$ cat config.mk
export PLATFORM = sky130hd
export DESIGN_NAME = dkq_front
export DESIGN_NICKNAME = d
export VERILOG_FILES = /design/src/design/dkq_front.v
export VERILOG_INCLUDE_DIRS = /design/src /design/src/design
export SDC_FILE = /design/constraint.sdc
export NUM_CORES = 2
export LEC_CHECK = 0
export ABC_AREA = 1
export BUFFER_PORTS_ARGS = -buffer_cell sky130_fd_sc_hd__clkbuf_2
export CAP_MARGIN = 20
export CORE_ASPECT_RATIO = 0.6
export CORE_MARGIN = 3
export CORE_UTILIZATION = 60
export DETAILED_ROUTE_END_ITERATION = 10
export PLACE_DENSITY = 0.8
export SLEW_MARGIN = 25
export SYNTH_ARGS = -nofsm -noshare
export SYNTH_HDL_FRONTEND = slang
export SYNTH_SLANG_ARGS = --single-unit
$ cat constraint.sdc
create_clock -name core_clk -period 23 [get_ports core_clk]
set_clock_uncertainty 0.1 [all_clocks]
set_input_delay 3.45 -clock core_clk [delete_from_list [all_inputs] [get_ports core_clk]]
set_output_delay 3.45 -clock core_clk [all_outputs]
set_load 0.01 [all_outputs]
$ cat src/design/dkq_defs.vh
// Constants for the cipher key, chain vector and queue front end
//------------------------------------------------------------------
// Notes on behaviour
// - Key byte low bit is parity, masked off.
// - Key two kept as left, right halves.
// - Key three kept as left, right halves.
// - Chain vector used only in chaining mode.
// - Software seeds vector; engine updates after block.
// - Input queue, eight words, processor or DMA.
// - Output queue, eight words, processor or DMA.
// - Order clear: first word in is left.
// - Order set: first word in is right.
// - Order clear: first word out is left.
// - Order set: first word out is right.
// - Space and ready flags at four or two.
// - Input full flag at eight words held.
// - Single mode ignores keys two and three.
// - Control bit six selects chaining mode.
//------------------------------------------------------------------
`ifndef DKQ_DEFS_VH
`define DKQ_DEFS_VH

// Register byte offsets
`define DKQ_OFS_CTRL 6'h00
`define DKQ_OFS_STAT 6'h04
`define DKQ_OFS_IEN 6'h08
`define DKQ_OFS_ISTAT 6'h0c
`define DKQ_OFS_ICLR 6'h10
`define DKQ_OFS_K2L 6'h14
`define DKQ_OFS_K2R 6'h18
`define DKQ_OFS_K3L 6'h1c
`define DKQ_OFS_K3R 6'h20
`define DKQ_OFS_IVL 6'h24
`define DKQ_OFS_IVR 6'h28
`define DKQ_OFS_INQ 6'h2c
`define DKQ_OFS_OUTQ 6'h30

// Control word fields
`define DKQ_C_RUN 0
`define DKQ_C_IN_DMA 1
`define DKQ_C_OUT_DMA 2
`define DKQ_C_ORDER 3
`define DKQ_C_DECRYPT 4
`define DKQ_C_TRIPLE 5
`define DKQ_C_CHAIN 6
`define DKQ_C_THRESH 7
`define DKQ_C_FLUSH 9
`define DKQ_CTRL_RST 10'h000

// Status, interrupt enable and interrupt status fields
`define DKQ_S_IDLE 0
`define DKQ_S_SPACE 4
`define DKQ_S_IN_EMPTY 5
`define DKQ_S_IN_FULL 6
`define DKQ_S_READY 8
`define DKQ_S_OUT_EMPTY 9
`define DKQ_S_OUT_FULL 10
`define DKQ_INT_MASK 11'h111

// Queue thresholds and key parity mask
`define DKQ_THR_WIDE 4'h4
`define DKQ_THR_NARROW 4'h2
`define DKQ_KEY_MASK 32'hfefe_fefe

`endif

$ cat src/design/dkq_front.v
// Key, chain vector and data queue front end of a block cipher engine
//
// Decided for this implementation: the Avalon-MM register port and the register offsets.
`include "dkq_defs.vh"

module dkq_front #(
	parameter DEPTH = 8,
	parameter AW = 3
) (
	// Clock and reset
	input wire core_clk,
	input wire rst,
	// Avalon-MM slave
	input wire [5:0] avs_address,
	input wire avs_read,
	input wire avs_write,
	input wire [31:0] avs_writedata,
	output reg [31:0] avs_readdata,
	output reg avs_waitrequest,
	// Interrupt
	output reg irq,
	// DMA input channel
	output reg dma_in_req,
	input wire dma_in_valid,
	input wire [31:0] dma_in_data,
	// DMA output channel
	output reg dma_out_req,
	output reg dma_out_valid,
	output reg [31:0] dma_out_data,
	input wire dma_out_pop,
	// Cipher core
	output reg core_start,
	output reg [63:0] core_block,
	output reg core_decrypt,
	output reg core_triple,
	output reg [63:0] core_key_two,
	output reg [63:0] core_key_three,
	input wire core_done,
	input wire [63:0] core_result
);

	//------------------------------------------------------------------
	// Helpers
	//------------------------------------------------------------------
	function [31:0] key_mask;
		input [31:0] half;
		begin
			key_mask = half & `DKQ_KEY_MASK;
		end
	endfunction

	function [3:0] thresh;
		input sel;
		begin
			thresh = sel ? `DKQ_THR_NARROW : `DKQ_THR_WIDE;
		end
	endfunction

	localparam [3:0] DEPTH_W = DEPTH[3:0];

	localparam [5:0] S_IDLE = 6'h01;
	localparam [5:0] S_POP1 = 6'h02;
	localparam [5:0] S_POP2 = 6'h04;
	localparam [5:0] S_RUN = 6'h08;
	localparam [5:0] S_PUT1 = 6'h10;
	localparam [5:0] S_PUT2 = 6'h20;

	//------------------------------------------------------------------
	// State
	//------------------------------------------------------------------
	reg [9:0] ctrl_reg;
	reg [10:0] ien_reg;
	reg [10:0] istat_reg;
	reg [31:0] k2l_reg;
	reg [31:0] k2r_reg;
	reg [31:0] k3l_reg;
	reg [31:0] k3r_reg;
	reg [31:0] ivl_reg;
	reg [31:0] ivr_reg;
	reg [31:0] in_mem [0:DEPTH-1];
	reg [31:0] out_mem [0:DEPTH-1];
	reg [AW-1:0] in_wp_reg;
	reg [AW-1:0] in_rp_reg;
	reg [AW:0] in_cnt_reg;
	reg [AW-1:0] out_wp_reg;
	reg [AW-1:0] out_rp_reg;
	reg [AW:0] out_cnt_reg;
	reg [5:0] state_reg;
	reg [5:0] state_next;
	reg [31:0] first_reg;
	reg [63:0] in_blk_reg;
	reg [63:0] res_reg;
	reg space_q_reg;
	reg ready_q_reg;

	wire bus_wr = avs_write & ~avs_waitrequest;
	wire bus_rd = avs_read & ~avs_waitrequest;
	wire order = ctrl_reg[`DKQ_C_ORDER];
	wire chain = ctrl_reg[`DKQ_C_CHAIN];
	wire decrypt = ctrl_reg[`DKQ_C_DECRYPT];
	wire in_dma = ctrl_reg[`DKQ_C_IN_DMA];
	wire out_dma = ctrl_reg[`DKQ_C_OUT_DMA];
	wire flush = ctrl_reg[`DKQ_C_FLUSH];

	//------------------------------------------------------------------
	// Queue levels and flags
	//------------------------------------------------------------------
	wire [3:0] in_used = {{(3 - AW){1'b0}}, in_cnt_reg};
	wire [3:0] out_used = {{(3 - AW){1'b0}}, out_cnt_reg};
	wire [3:0] in_free = DEPTH_W - in_used;
	wire [3:0] out_free = DEPTH_W - out_used;
	wire in_full = (in_used == DEPTH_W);
	wire out_full = (out_used == DEPTH_W);
	wire space_flag = (in_free >= thresh(ctrl_reg[`DKQ_C_THRESH]));
	wire ready_flag = (out_used >= thresh(ctrl_reg[`DKQ_C_THRESH]));
	wire idle = (state_reg == S_IDLE);

	// Queue fill from the selected source only; a full queue drops the word
	wire cpu_push = bus_wr & (avs_address == `DKQ_OFS_INQ) & ~in_dma;
	wire dma_push = dma_in_valid & in_dma;
	wire in_push = (cpu_push | dma_push) & ~in_full;
	wire cpu_pop = bus_rd & (avs_address == `DKQ_OFS_OUTQ) & ~out_dma;
	wire dma_pop = dma_out_pop & dma_out_valid & out_dma;
	wire out_pop = (cpu_pop | dma_pop) & (out_used != 4'h0);
	wire [31:0] in_word = in_dma ? dma_in_data : avs_writedata;

	reg in_pop;
	reg out_push;
	reg [31:0] out_word;
	reg blk_done;

	//------------------------------------------------------------------
	// Block sequencer
	//------------------------------------------------------------------
	always @* begin
		state_next = state_reg;
		in_pop = 1'b0;
		out_push = 1'b0;
		out_word = 32'h0000_0000;
		blk_done = 1'b0;
		case (state_reg)
			S_IDLE: begin
				// Room for the result is reserved before anything is taken
				if (ctrl_reg[`DKQ_C_RUN] & ~flush & (in_used >= 4'h2) & (out_free >= 4'h2)) begin
					state_next = S_POP1;
				end
			end
			S_POP1: begin
				in_pop = 1'b1;
				state_next = S_POP2;
			end
			S_POP2: begin
				in_pop = 1'b1;
				state_next = S_RUN;
			end
			S_RUN: begin
				if (core_done) begin
					state_next = S_PUT1;
				end
			end
			S_PUT1: begin
				out_push = 1'b1;
				out_word = order ? res_reg[31:0] : res_reg[63:32];
				state_next = S_PUT2;
			end
			S_PUT2: begin
				out_push = 1'b1;
				out_word = order ? res_reg[63:32] : res_reg[31:0];
				blk_done = 1'b1;
				state_next = S_IDLE;
			end
			default: begin
				state_next = S_IDLE;
			end
		endcase
	end

	// Block assembled from the two popped words
	wire [63:0] pair_blk = order ? {in_mem[in_rp_reg], first_reg} :
		{first_reg, in_mem[in_rp_reg]};
	wire [63:0] iv_blk = {ivl_reg, ivr_reg};
	wire use_iv = chain;

	always @(posedge core_clk or posedge rst) begin
		if (rst) begin
			state_reg <= S_IDLE;
			first_reg <= 32'h0000_0000;
			in_blk_reg <= 64'h0000_0000_0000_0000;
			res_reg <= 64'h0000_0000_0000_0000;
			core_start <= 1'b0;
			core_block <= 64'h0000_0000_0000_0000;
		end else begin
			state_reg <= state_next;
			core_start <= 1'b0;
			if (state_reg == S_POP1) begin
				first_reg <= in_mem[in_rp_reg];
			end
			if (state_reg == S_POP2) begin
				in_blk_reg <= pair_blk;
				core_start <= 1'b1;
				// Encrypt side of chaining mixes the vector in before the core
				if (use_iv & ~decrypt) begin
					core_block <= pair_blk ^ iv_blk;
				end else begin
					core_block <= pair_blk;
				end
			end
			if ((state_reg == S_RUN) & core_done) begin
				if (use_iv & decrypt) begin
					res_reg <= core_result ^ iv_blk;
				end else begin
					res_reg <= core_result;
				end
			end
		end
	end

	//------------------------------------------------------------------
	// Queues
	//------------------------------------------------------------------
	always @(posedge core_clk) begin
		if (in_push) begin
			in_mem[in_wp_reg] <= in_word;
		end
		if (out_push) begin
			out_mem[out_wp_reg] <= out_word;
		end
	end

	always @(posedge core_clk or posedge rst) begin
		if (rst) begin
			in_wp_reg <= {AW{1'b0}};
			in_rp_reg <= {AW{1'b0}};
			in_cnt_reg <= {(AW + 1){1'b0}};
			out_wp_reg <= {AW{1'b0}};
			out_rp_reg <= {AW{1'b0}};
			out_cnt_reg <= {(AW + 1){1'b0}};
		end else if (flush) begin
			in_wp_reg <= {AW{1'b0}};
			in_rp_reg <= {AW{1'b0}};
			in_cnt_reg <= {(AW + 1){1'b0}};
			out_wp_reg <= {AW{1'b0}};
			out_rp_reg <= {AW{1'b0}};
			out_cnt_reg <= {(AW + 1){1'b0}};
		end else begin
			if (in_push) begin
				in_wp_reg <= in_wp_reg + 1'b1;
			end
			if (in_pop) begin
				in_rp_reg <= in_rp_reg + 1'b1;
			end
			if (in_push & ~in_pop) begin
				in_cnt_reg <= in_cnt_reg + 1'b1;
			end else if (in_pop & ~in_push) begin
				in_cnt_reg <= in_cnt_reg - 1'b1;
			end
			if (out_push) begin
				out_wp_reg <= out_wp_reg + 1'b1;
			end
			if (out_pop) begin
				out_rp_reg <= out_rp_reg + 1'b1;
			end
			if (out_push & ~out_pop) begin
				out_cnt_reg <= out_cnt_reg + 1'b1;
			end else if (out_pop & ~out_push) begin
				out_cnt_reg <= out_cnt_reg - 1'b1;
			end
		end
	end

	//------------------------------------------------------------------
	// Registers and bus answer
	//------------------------------------------------------------------
	wire [10:0] status = {out_full, (out_used == 4'h0), ready_flag, 1'b0, in_full,
		(in_used == 4'h0), space_flag, 3'b000, idle};
	// Events: block finished, space flag rising, ready flag rising
	wire [10:0] events = {2'b00, ready_flag & ~ready_q_reg, 3'b000,
		space_flag & ~space_q_reg, 3'b000, blk_done};
	wire [10:0] clr = (bus_wr & (avs_address == `DKQ_OFS_ICLR)) ?
		avs_writedata[10:0] : 11'h000;
	wire [63:0] next_iv = decrypt ? in_blk_reg : res_reg;
	wire iv_upd = (state_reg == S_PUT2) & chain;

	reg [31:0] rd_val;
	always @* begin
		case (avs_address)
			`DKQ_OFS_CTRL: rd_val = {22'h0_0000, ctrl_reg};
			`DKQ_OFS_STAT: rd_val = {21'h0_0000, status};
			`DKQ_OFS_IEN: rd_val = {21'h0_0000, ien_reg};
			`DKQ_OFS_ISTAT: rd_val = {21'h0_0000, istat_reg};
			`DKQ_OFS_K2L: rd_val = k2l_reg;
			`DKQ_OFS_K2R: rd_val = k2r_reg;
			`DKQ_OFS_K3L: rd_val = k3l_reg;
			`DKQ_OFS_K3R: rd_val = k3r_reg;
			`DKQ_OFS_IVL: rd_val = ivl_reg;
			`DKQ_OFS_IVR: rd_val = ivr_reg;
			`DKQ_OFS_OUTQ: rd_val = (out_dma | (out_used == 4'h0)) ? 32'h0000_0000 :
				out_mem[out_rp_reg];
			default: rd_val = 32'h0000_0000;
		endcase
	end

	always @(posedge core_clk or posedge rst) begin
		if (rst) begin
			avs_waitrequest <= 1'b1;
			avs_readdata <= 32'h0000_0000;
			ctrl_reg <= `DKQ_CTRL_RST;
			ien_reg <= 11'h000;
			istat_reg <= 11'h000;
			k2l_reg <= 32'h0000_0000;
			k2r_reg <= 32'h0000_0000;
			k3l_reg <= 32'h0000_0000;
			k3r_reg <= 32'h0000_0000;
			ivl_reg <= 32'h0000_0000;
			ivr_reg <= 32'h0000_0000;
			// Empty queue has space: starting high avoids a false event
			space_q_reg <= 1'b1;
			ready_q_reg <= 1'b0;
			irq <= 1'b0;
		end else begin
			// One wait cycle, then a single ready cycle per request
			avs_waitrequest <= ~((avs_read | avs_write) & avs_waitrequest);
			if ((avs_read | avs_write) & avs_waitrequest) begin
				avs_readdata <= rd_val;
			end
			space_q_reg <= space_flag;
			ready_q_reg <= ready_flag;
			// Set wins over a clear in the same cycle
			istat_reg <= ((istat_reg & ~clr) | events) & `DKQ_INT_MASK;
			irq <= |(istat_reg & ien_reg);
			// Flush request clears itself after one cycle
			ctrl_reg[`DKQ_C_FLUSH] <= 1'b0;
			if (bus_wr) begin
				case (avs_address)
					`DKQ_OFS_CTRL: ctrl_reg <= avs_writedata[9:0];
					`DKQ_OFS_IEN: ien_reg <= avs_writedata[10:0] & `DKQ_INT_MASK;
					`DKQ_OFS_K2L: k2l_reg <= avs_writedata;
					`DKQ_OFS_K2R: k2r_reg <= avs_writedata;
					`DKQ_OFS_K3L: k3l_reg <= avs_writedata;
					`DKQ_OFS_K3R: k3r_reg <= avs_writedata;
					`DKQ_OFS_IVL: ivl_reg <= avs_writedata;
					`DKQ_OFS_IVR: ivr_reg <= avs_writedata;
					default: ;
				endcase
			end
			// Engine update of the vector overrides a software write
			if (iv_upd) begin
				ivl_reg <= next_iv[63:32];
				ivr_reg <= next_iv[31:0];
			end
		end
	end

	//------------------------------------------------------------------
	// Core side and DMA handshakes
	//------------------------------------------------------------------
	wire triple = ctrl_reg[`DKQ_C_TRIPLE];
	wire [3:0] out_left = out_used - {3'b000, out_pop};

	always @(posedge core_clk or posedge rst) begin
		if (rst) begin
			core_decrypt <= 1'b0;
			core_triple <= 1'b0;
			core_key_two <= 64'h0000_0000_0000_0000;
			core_key_three <= 64'h0000_0000_0000_0000;
			dma_in_req <= 1'b0;
			dma_out_req <= 1'b0;
			dma_out_valid <= 1'b0;
			dma_out_data <= 32'h0000_0000;
		end else begin
			core_decrypt <= decrypt;
			core_triple <= triple;
			// Keys two and three are hidden from the core in single mode
			if (triple) begin
				core_key_two <= {key_mask(k2l_reg), key_mask(k2r_reg)};
				core_key_three <= {key_mask(k3l_reg), key_mask(k3r_reg)};
			end else begin
				core_key_two <= 64'h0000_0000_0000_0000;
				core_key_three <= 64'h0000_0000_0000_0000;
			end
			dma_in_req <= space_flag & in_dma & ~flush;
			dma_out_req <= ready_flag & out_dma & ~flush;
			// Valid drops for a cycle after each pop so the head word refreshes
			dma_out_valid <= out_dma & ~flush & ~dma_pop & (out_left != 4'h0);
			dma_out_data <= out_mem[out_rp_reg];
		end
	end

endmodule

Word-level counts from Yosys, hierarchy flattened
Memory sizes are Yosys's and may differ from the RTL's. Cells that the tools add are included.

Logic and storage cells: 204. Input port bits: 141. Memories kept: 2. Flip-flop bits (word level): 660. Bits in writable memories: 512. Output and inout port bits: 264.

Add/subtract/negate cells: 11. Equality and inequality tests: 22. Reduce and logical (&&, ||, !) cells: 26. Mux-type cells: 47. Bitwise operators: 57. Order comparisons: 4.

Memories: in_mem (depth 8, width 32, rd ports 1, clocked after memory_dff 0, wr ports 1, line dkq_front.v:80) `reg [31:0] in_mem [0:DEPTH-1];`; out_mem (depth 8, width 32, rd ports 1, clocked after memory_dff 0, wr ports 1, line dkq_front.v:81) `reg [31:0] out_mem [0:DEPTH-1];`.

Operator list (number): 64-bit 2-to-1 mux (6); 32-bit case mux with 11 select lines (1); 32-bit 2-to-1 mux (10); 64-bit bitwise XOR (2); 32-bit case mux with 2 select lines (1); 6-bit equality test, second input constant (6); 1-bit AND (33); 6-bit by 5-bit equality test with 1-bit output, second input constant (5); 6-bit case mux with 5 select lines (1); 3-bit 2-to-1 mux (9); 4-bit 2-to-1 mux (6); 10-bit 2-to-1 mux (2); 9-bit AND (2); 6-bit by 4-bit equality test with 1-bit output, second input constant (3); 2-bit AND reduction (9); 1-bit inverter (14); 2-bit nonzero test (7); 3-bit by 1-bit adder with 3-bit output, second input constant (4); 6-bit by 3-bit equality test with 1-bit output, second input constant (2); 6-bit 2-to-1 mux (2); 11-bit OR reduction (1); 9-bit 2-to-1 mux (1); 9-bit inverter (1); 9-bit OR (1); other kinds (19) (38).

Logic depth before layout (Yosys ltp)
Word-level depth: 11. Depth in mapped cells: 15. Depth with buffers taken out: 15.

Worst setup path before layout
OpenSTA, ideal clock, no wires.

Path kind: input to register. Start: in avs_address[4]. End: mem in_mem[1][0] (enable). Stages: 9. Path slack: 16.917 ns. Required time: 22.479 ns. Setup time: 0.421 ns. Buffers on the path: 0. Data arrival time: 5.562 ns. Cell sequence: inv_1 -> nand2_1 -> nor2_1 -> nand3_1 -> nand2_1 -> nand2_1 -> nor2_1 -> inv_1 -> nor2_1.

Cells in the longest elaborated chain, start to end: 7.

RTL lines: start, declared (line dkq_front.v:14) `input wire [5:0] avs_address,`; 6-bit equality test (no line); 1-bit AND (2 in a row) (line dkq_front.v:119) `` wire cpu_push = bus_wr & (avs_address == `DKQ_OFS_INQ) & ~in_dma; ``; 1-bit OR (line dkq_front.v:121) `wire in_push = (cpu_push | dma_push) & ~in_full;`; 1-bit AND (line dkq_front.v:121); 1-bit 2-to-1 mux (line dkq_front.v:222) `if (in_push) begin`; 1-bit 2-to-1 mux (implied by the code) (line dkq_front.v:223) `in_mem[in_wp_reg] <= in_word;`; end, declared (line dkq_front.v:80).

No other way between the ends.

==> impl_metrics.json <==
{
  "status": "complete, no violations",
  "track_usage_pct": 38.11,
  "p_per_area_mw_per_mm2": 100.0,
  "drtPass1Iterations": 7,
  "synthFlopType": "dfrtp_1",
  "avgSynthCellArea_um2": 9.577,
  "async_flop_share_pct": 55.71,
  "drive_above_1_share_pct": 12.22,
  "drt_wl_total_um": 167100,
  "clkSinkCount": 1156,
  "port_buffers": 388,
  "coreArea_mm2": 0.08189,
  "seq_area_frac_synth_pct": 63.18,
  "worst_pin_slew_ns": 1.055,
  "gr-total-overflow": 0,
  "dp.final_hpwl_um": 112300,
  "syn_to_final_growth_pct": 11.61,
  "finalCritPeriodShare_pct": 28.10,
  "dieArea_mm2": 0.08669,
  "numCtsBuffers": 102,
  "route.detailed.drc": 0,
  "worstPathMaxFanout": 161,
  "post_synth_num_cell_types": 48,
  "fillerInstances": 6242,
  "start_kind": "primary input",
  "cts_max_path_buffers": 3,
  "place_inst": 6429,
  "drv_slew": 0,
  "cp.arrival_ns": 7.10,
  "rsz0062_at_grt": "false",
  "die_h_um": 229.3,
  "hold_path_class": "flop to flop",
  "num_vias": 40460,
  "final_nets": 5614,
  "row_count": 81,
  "syn_inst": 5205,
  "postCtsSetupBuffers": 0,
  "cts_resized": 0,
  "final_area_mm2": 0.05564,
  "irDropWorstVdd_uv": 62.82,
  "fin_setup_tns_ns": 0,
  "grt_pass1_wl_um": 240600,
  "synth_edf_count": 512,
  "routed_via_density": 6.105,
  "antenna_found_initial": 19,
  "post-route-min-period_ns": 6.463,
  "clk_pin_slew_ns": 0.07,
  "slew-limit-headroom_pct": 29.69,
  "clock_latency_ns": 0.71,
  "grt_max_degree": 162,
  "synth_warnings": 0,
  "grt_pass1_vias": 36980,
  "routabilityCongestion": 1.045,
  "setup_viol": 0,
  "start_util_pct": 60.87,
  "ant_nets": 0,
  "maxCapViolCount": 0,
  "critical_path_required_ns": 23.64,
  "reg_top3": "in_mem: 256 flops, out_mem: 256 flops",
  "ys_ff_latch": 1156,
  "critPathCaptureType": "async pin",
  "drtIter0Drc": 6201,
  "wl_per_cell_um": 25.21,
  "htree_levels": 3,
  "placed_area_mm2": 0.05227,
  "cts_hold_buf": 0,
  "synth_area_mm2": 0.04985,
  "hold_viol_final": 0,
  "io_pins": 405,
  "final_cells": 6628,
  "max_freq_ghz": 0.1547,
  "die-width_um": 378.1,
  "root_buffer": "clkbuf_16",
  "cts_tree": "done",
  "finalPower_mw": 5.564,
  "crit_type": "primary input to async pin",
  "p_leak_nw": 25.27
}
[worst max-delay path: stages]
cell      delay [ns]
clkbuf_2        0.13
inv_8           0.52
buf_12          0.66
buf_6           0.62
buf_6           0.63
buf_6           0.68
[layer usage]
metal	vias up	track usage, %	share of wire, %
met3	462	14.64	15
li1	17770	-	-
met5	-	0	0.20
met2	2861	53.57	42
met1	19340	52.24	37
met4	20	18.33	5.4
[where the power goes]
group	switching (mW)	internal [mW]	leakage, nW
combinational	0.834	0.340	10.7
clock	0.779	0.956	1.62
sequential	0.245	2.41	12.9
[layout by cell type, fill, tap and decap left out, drive strengths merged, types with 10 or more instances in the layout]
| cell | n |
|---|---|
| a21oi | 144 |
| a221oi | 62 |
| a22oi | 13 |
| a31oi | 14 |
| buf | 56 |
| clkbuf | 526 |
| clkinv | 36 |
| conb | 16 |
| dfrtp | 641 |
| diode | 10 |
| edfxtp | 512 |
| ha | 17 |
| inv | 381 |
| nand2 | 1357 |
| nand3 | 113 |
| nand4 | 11 |
| nor2 | 614 |
| o211ai | 17 |
| o21ai | 784 |
| o221ai | 29 |
| o22ai | 83 |
| xnor2 | 36 |
| xor2 | 33 |
[Yosys cell counts, drive strengths merged (2+ instances only)]
master / number / area [um2]
xor2: 33 / 289.0
nand2: 1357 / 5104
a211oi: 2 / 15.01
nor3: 5 / 25.02
dfrtp: 641 / 16040
nand4: 11 / 68.82
a221oi: 62 / 543.0
o221ai: 29 / 254.0
nand3b: 3 / 22.52
nand3: 113 / 580.6
clkinv: 6 / 22.52
clkbuf: 166 / 625.6
dfstp: 3 / 78.83
o21ai: 784 / 3928
nor4: 2 / 12.51
nor2: 614 / 2379
o211ai: 17 / 127.6
a31oi: 14 / 87.58
o22ai: 83 / 519.3
ha: 17 / 212.7
xnor2: 36 / 315.3
and3: 5 / 31.28
a22oi: 13 / 97.59
fa: 2 / 40.04
a21oi: 144 / 724.5
inv: 376 / 1411
edfxtp: 512 / 15370
buf: 148 / 870.8
[cell families (layout without fill, tap and decap cells)]
kind of cell    after synthesis  in the layout  synth area share, %
xor+xnor                     69             69                1.212
compound gates             1152           1152                12.70
flops                      1156           1156                63.18
simple gates               2112           2112                16.52
fa+ha+maj                    19             19               0.5070
buf+inv                     696           1015                5.878
other cells                   1             26             0.007523
[through the flow]
| stage | util (%) | setup WS [ns] | hold slack (ns) |
|---|---|---|---|
| 2_1_floorplan | - | 1.413 | 0.2519 |
| 3_3_place_gp | 63.81 | 14.92 | 0.3318 |
| 3_5_place_dp | 63.83 | 14.89 | 0.3402 |
| 4_1_cts | 67.88 | 15.64 | 0.3534 |
| 5_1_grt | 67.91 | 16.14 | 0.3988 |
| 6_report | 67.94 | 16.54 | 0.3547 |
[worst paths after layout]
check                      slack (ns)                  to      startpoint  depth (start not counted)
hold / removal                   0.35        istat_reg[8]     ready_q_reg                          1
max in group core_clk           17.28         ivr_reg[31]  avs_address[2]                          9
setup / recovery                16.54         ivr_reg[12]             rst                          6
setup reg to reg                19.16     avs_readdata[3]   out_rp_reg[0]                         10
min in group asynchronous        2.81  core_key_three[19]             rst                          2
hold reg to reg                  0.35        istat_reg[8]     ready_q_reg                          1
[final cells by class]
| class | instances | area, um2 | area share (%) |
|---|---|---|---|
| Clock inverter | 51 | 484.2 | 0.8703 |
| Clock buffer | 138 | 2834 | 5.094 |
| Inverter | 382 | 1443 | 2.593 |
| Antenna cell | 10 | 25.02 | 0.04498 |
| Multi-Input combinational cell | 3368 | 15600 | 28.03 |
| Sequential cell | 1156 | 31510 | 56.64 |
| Tap cell | 1079 | 1350 | 2.427 |
| Timing Repair Buffer | 444 | 2390 | 4.295 |
Power figures use the tool's default switching activity.
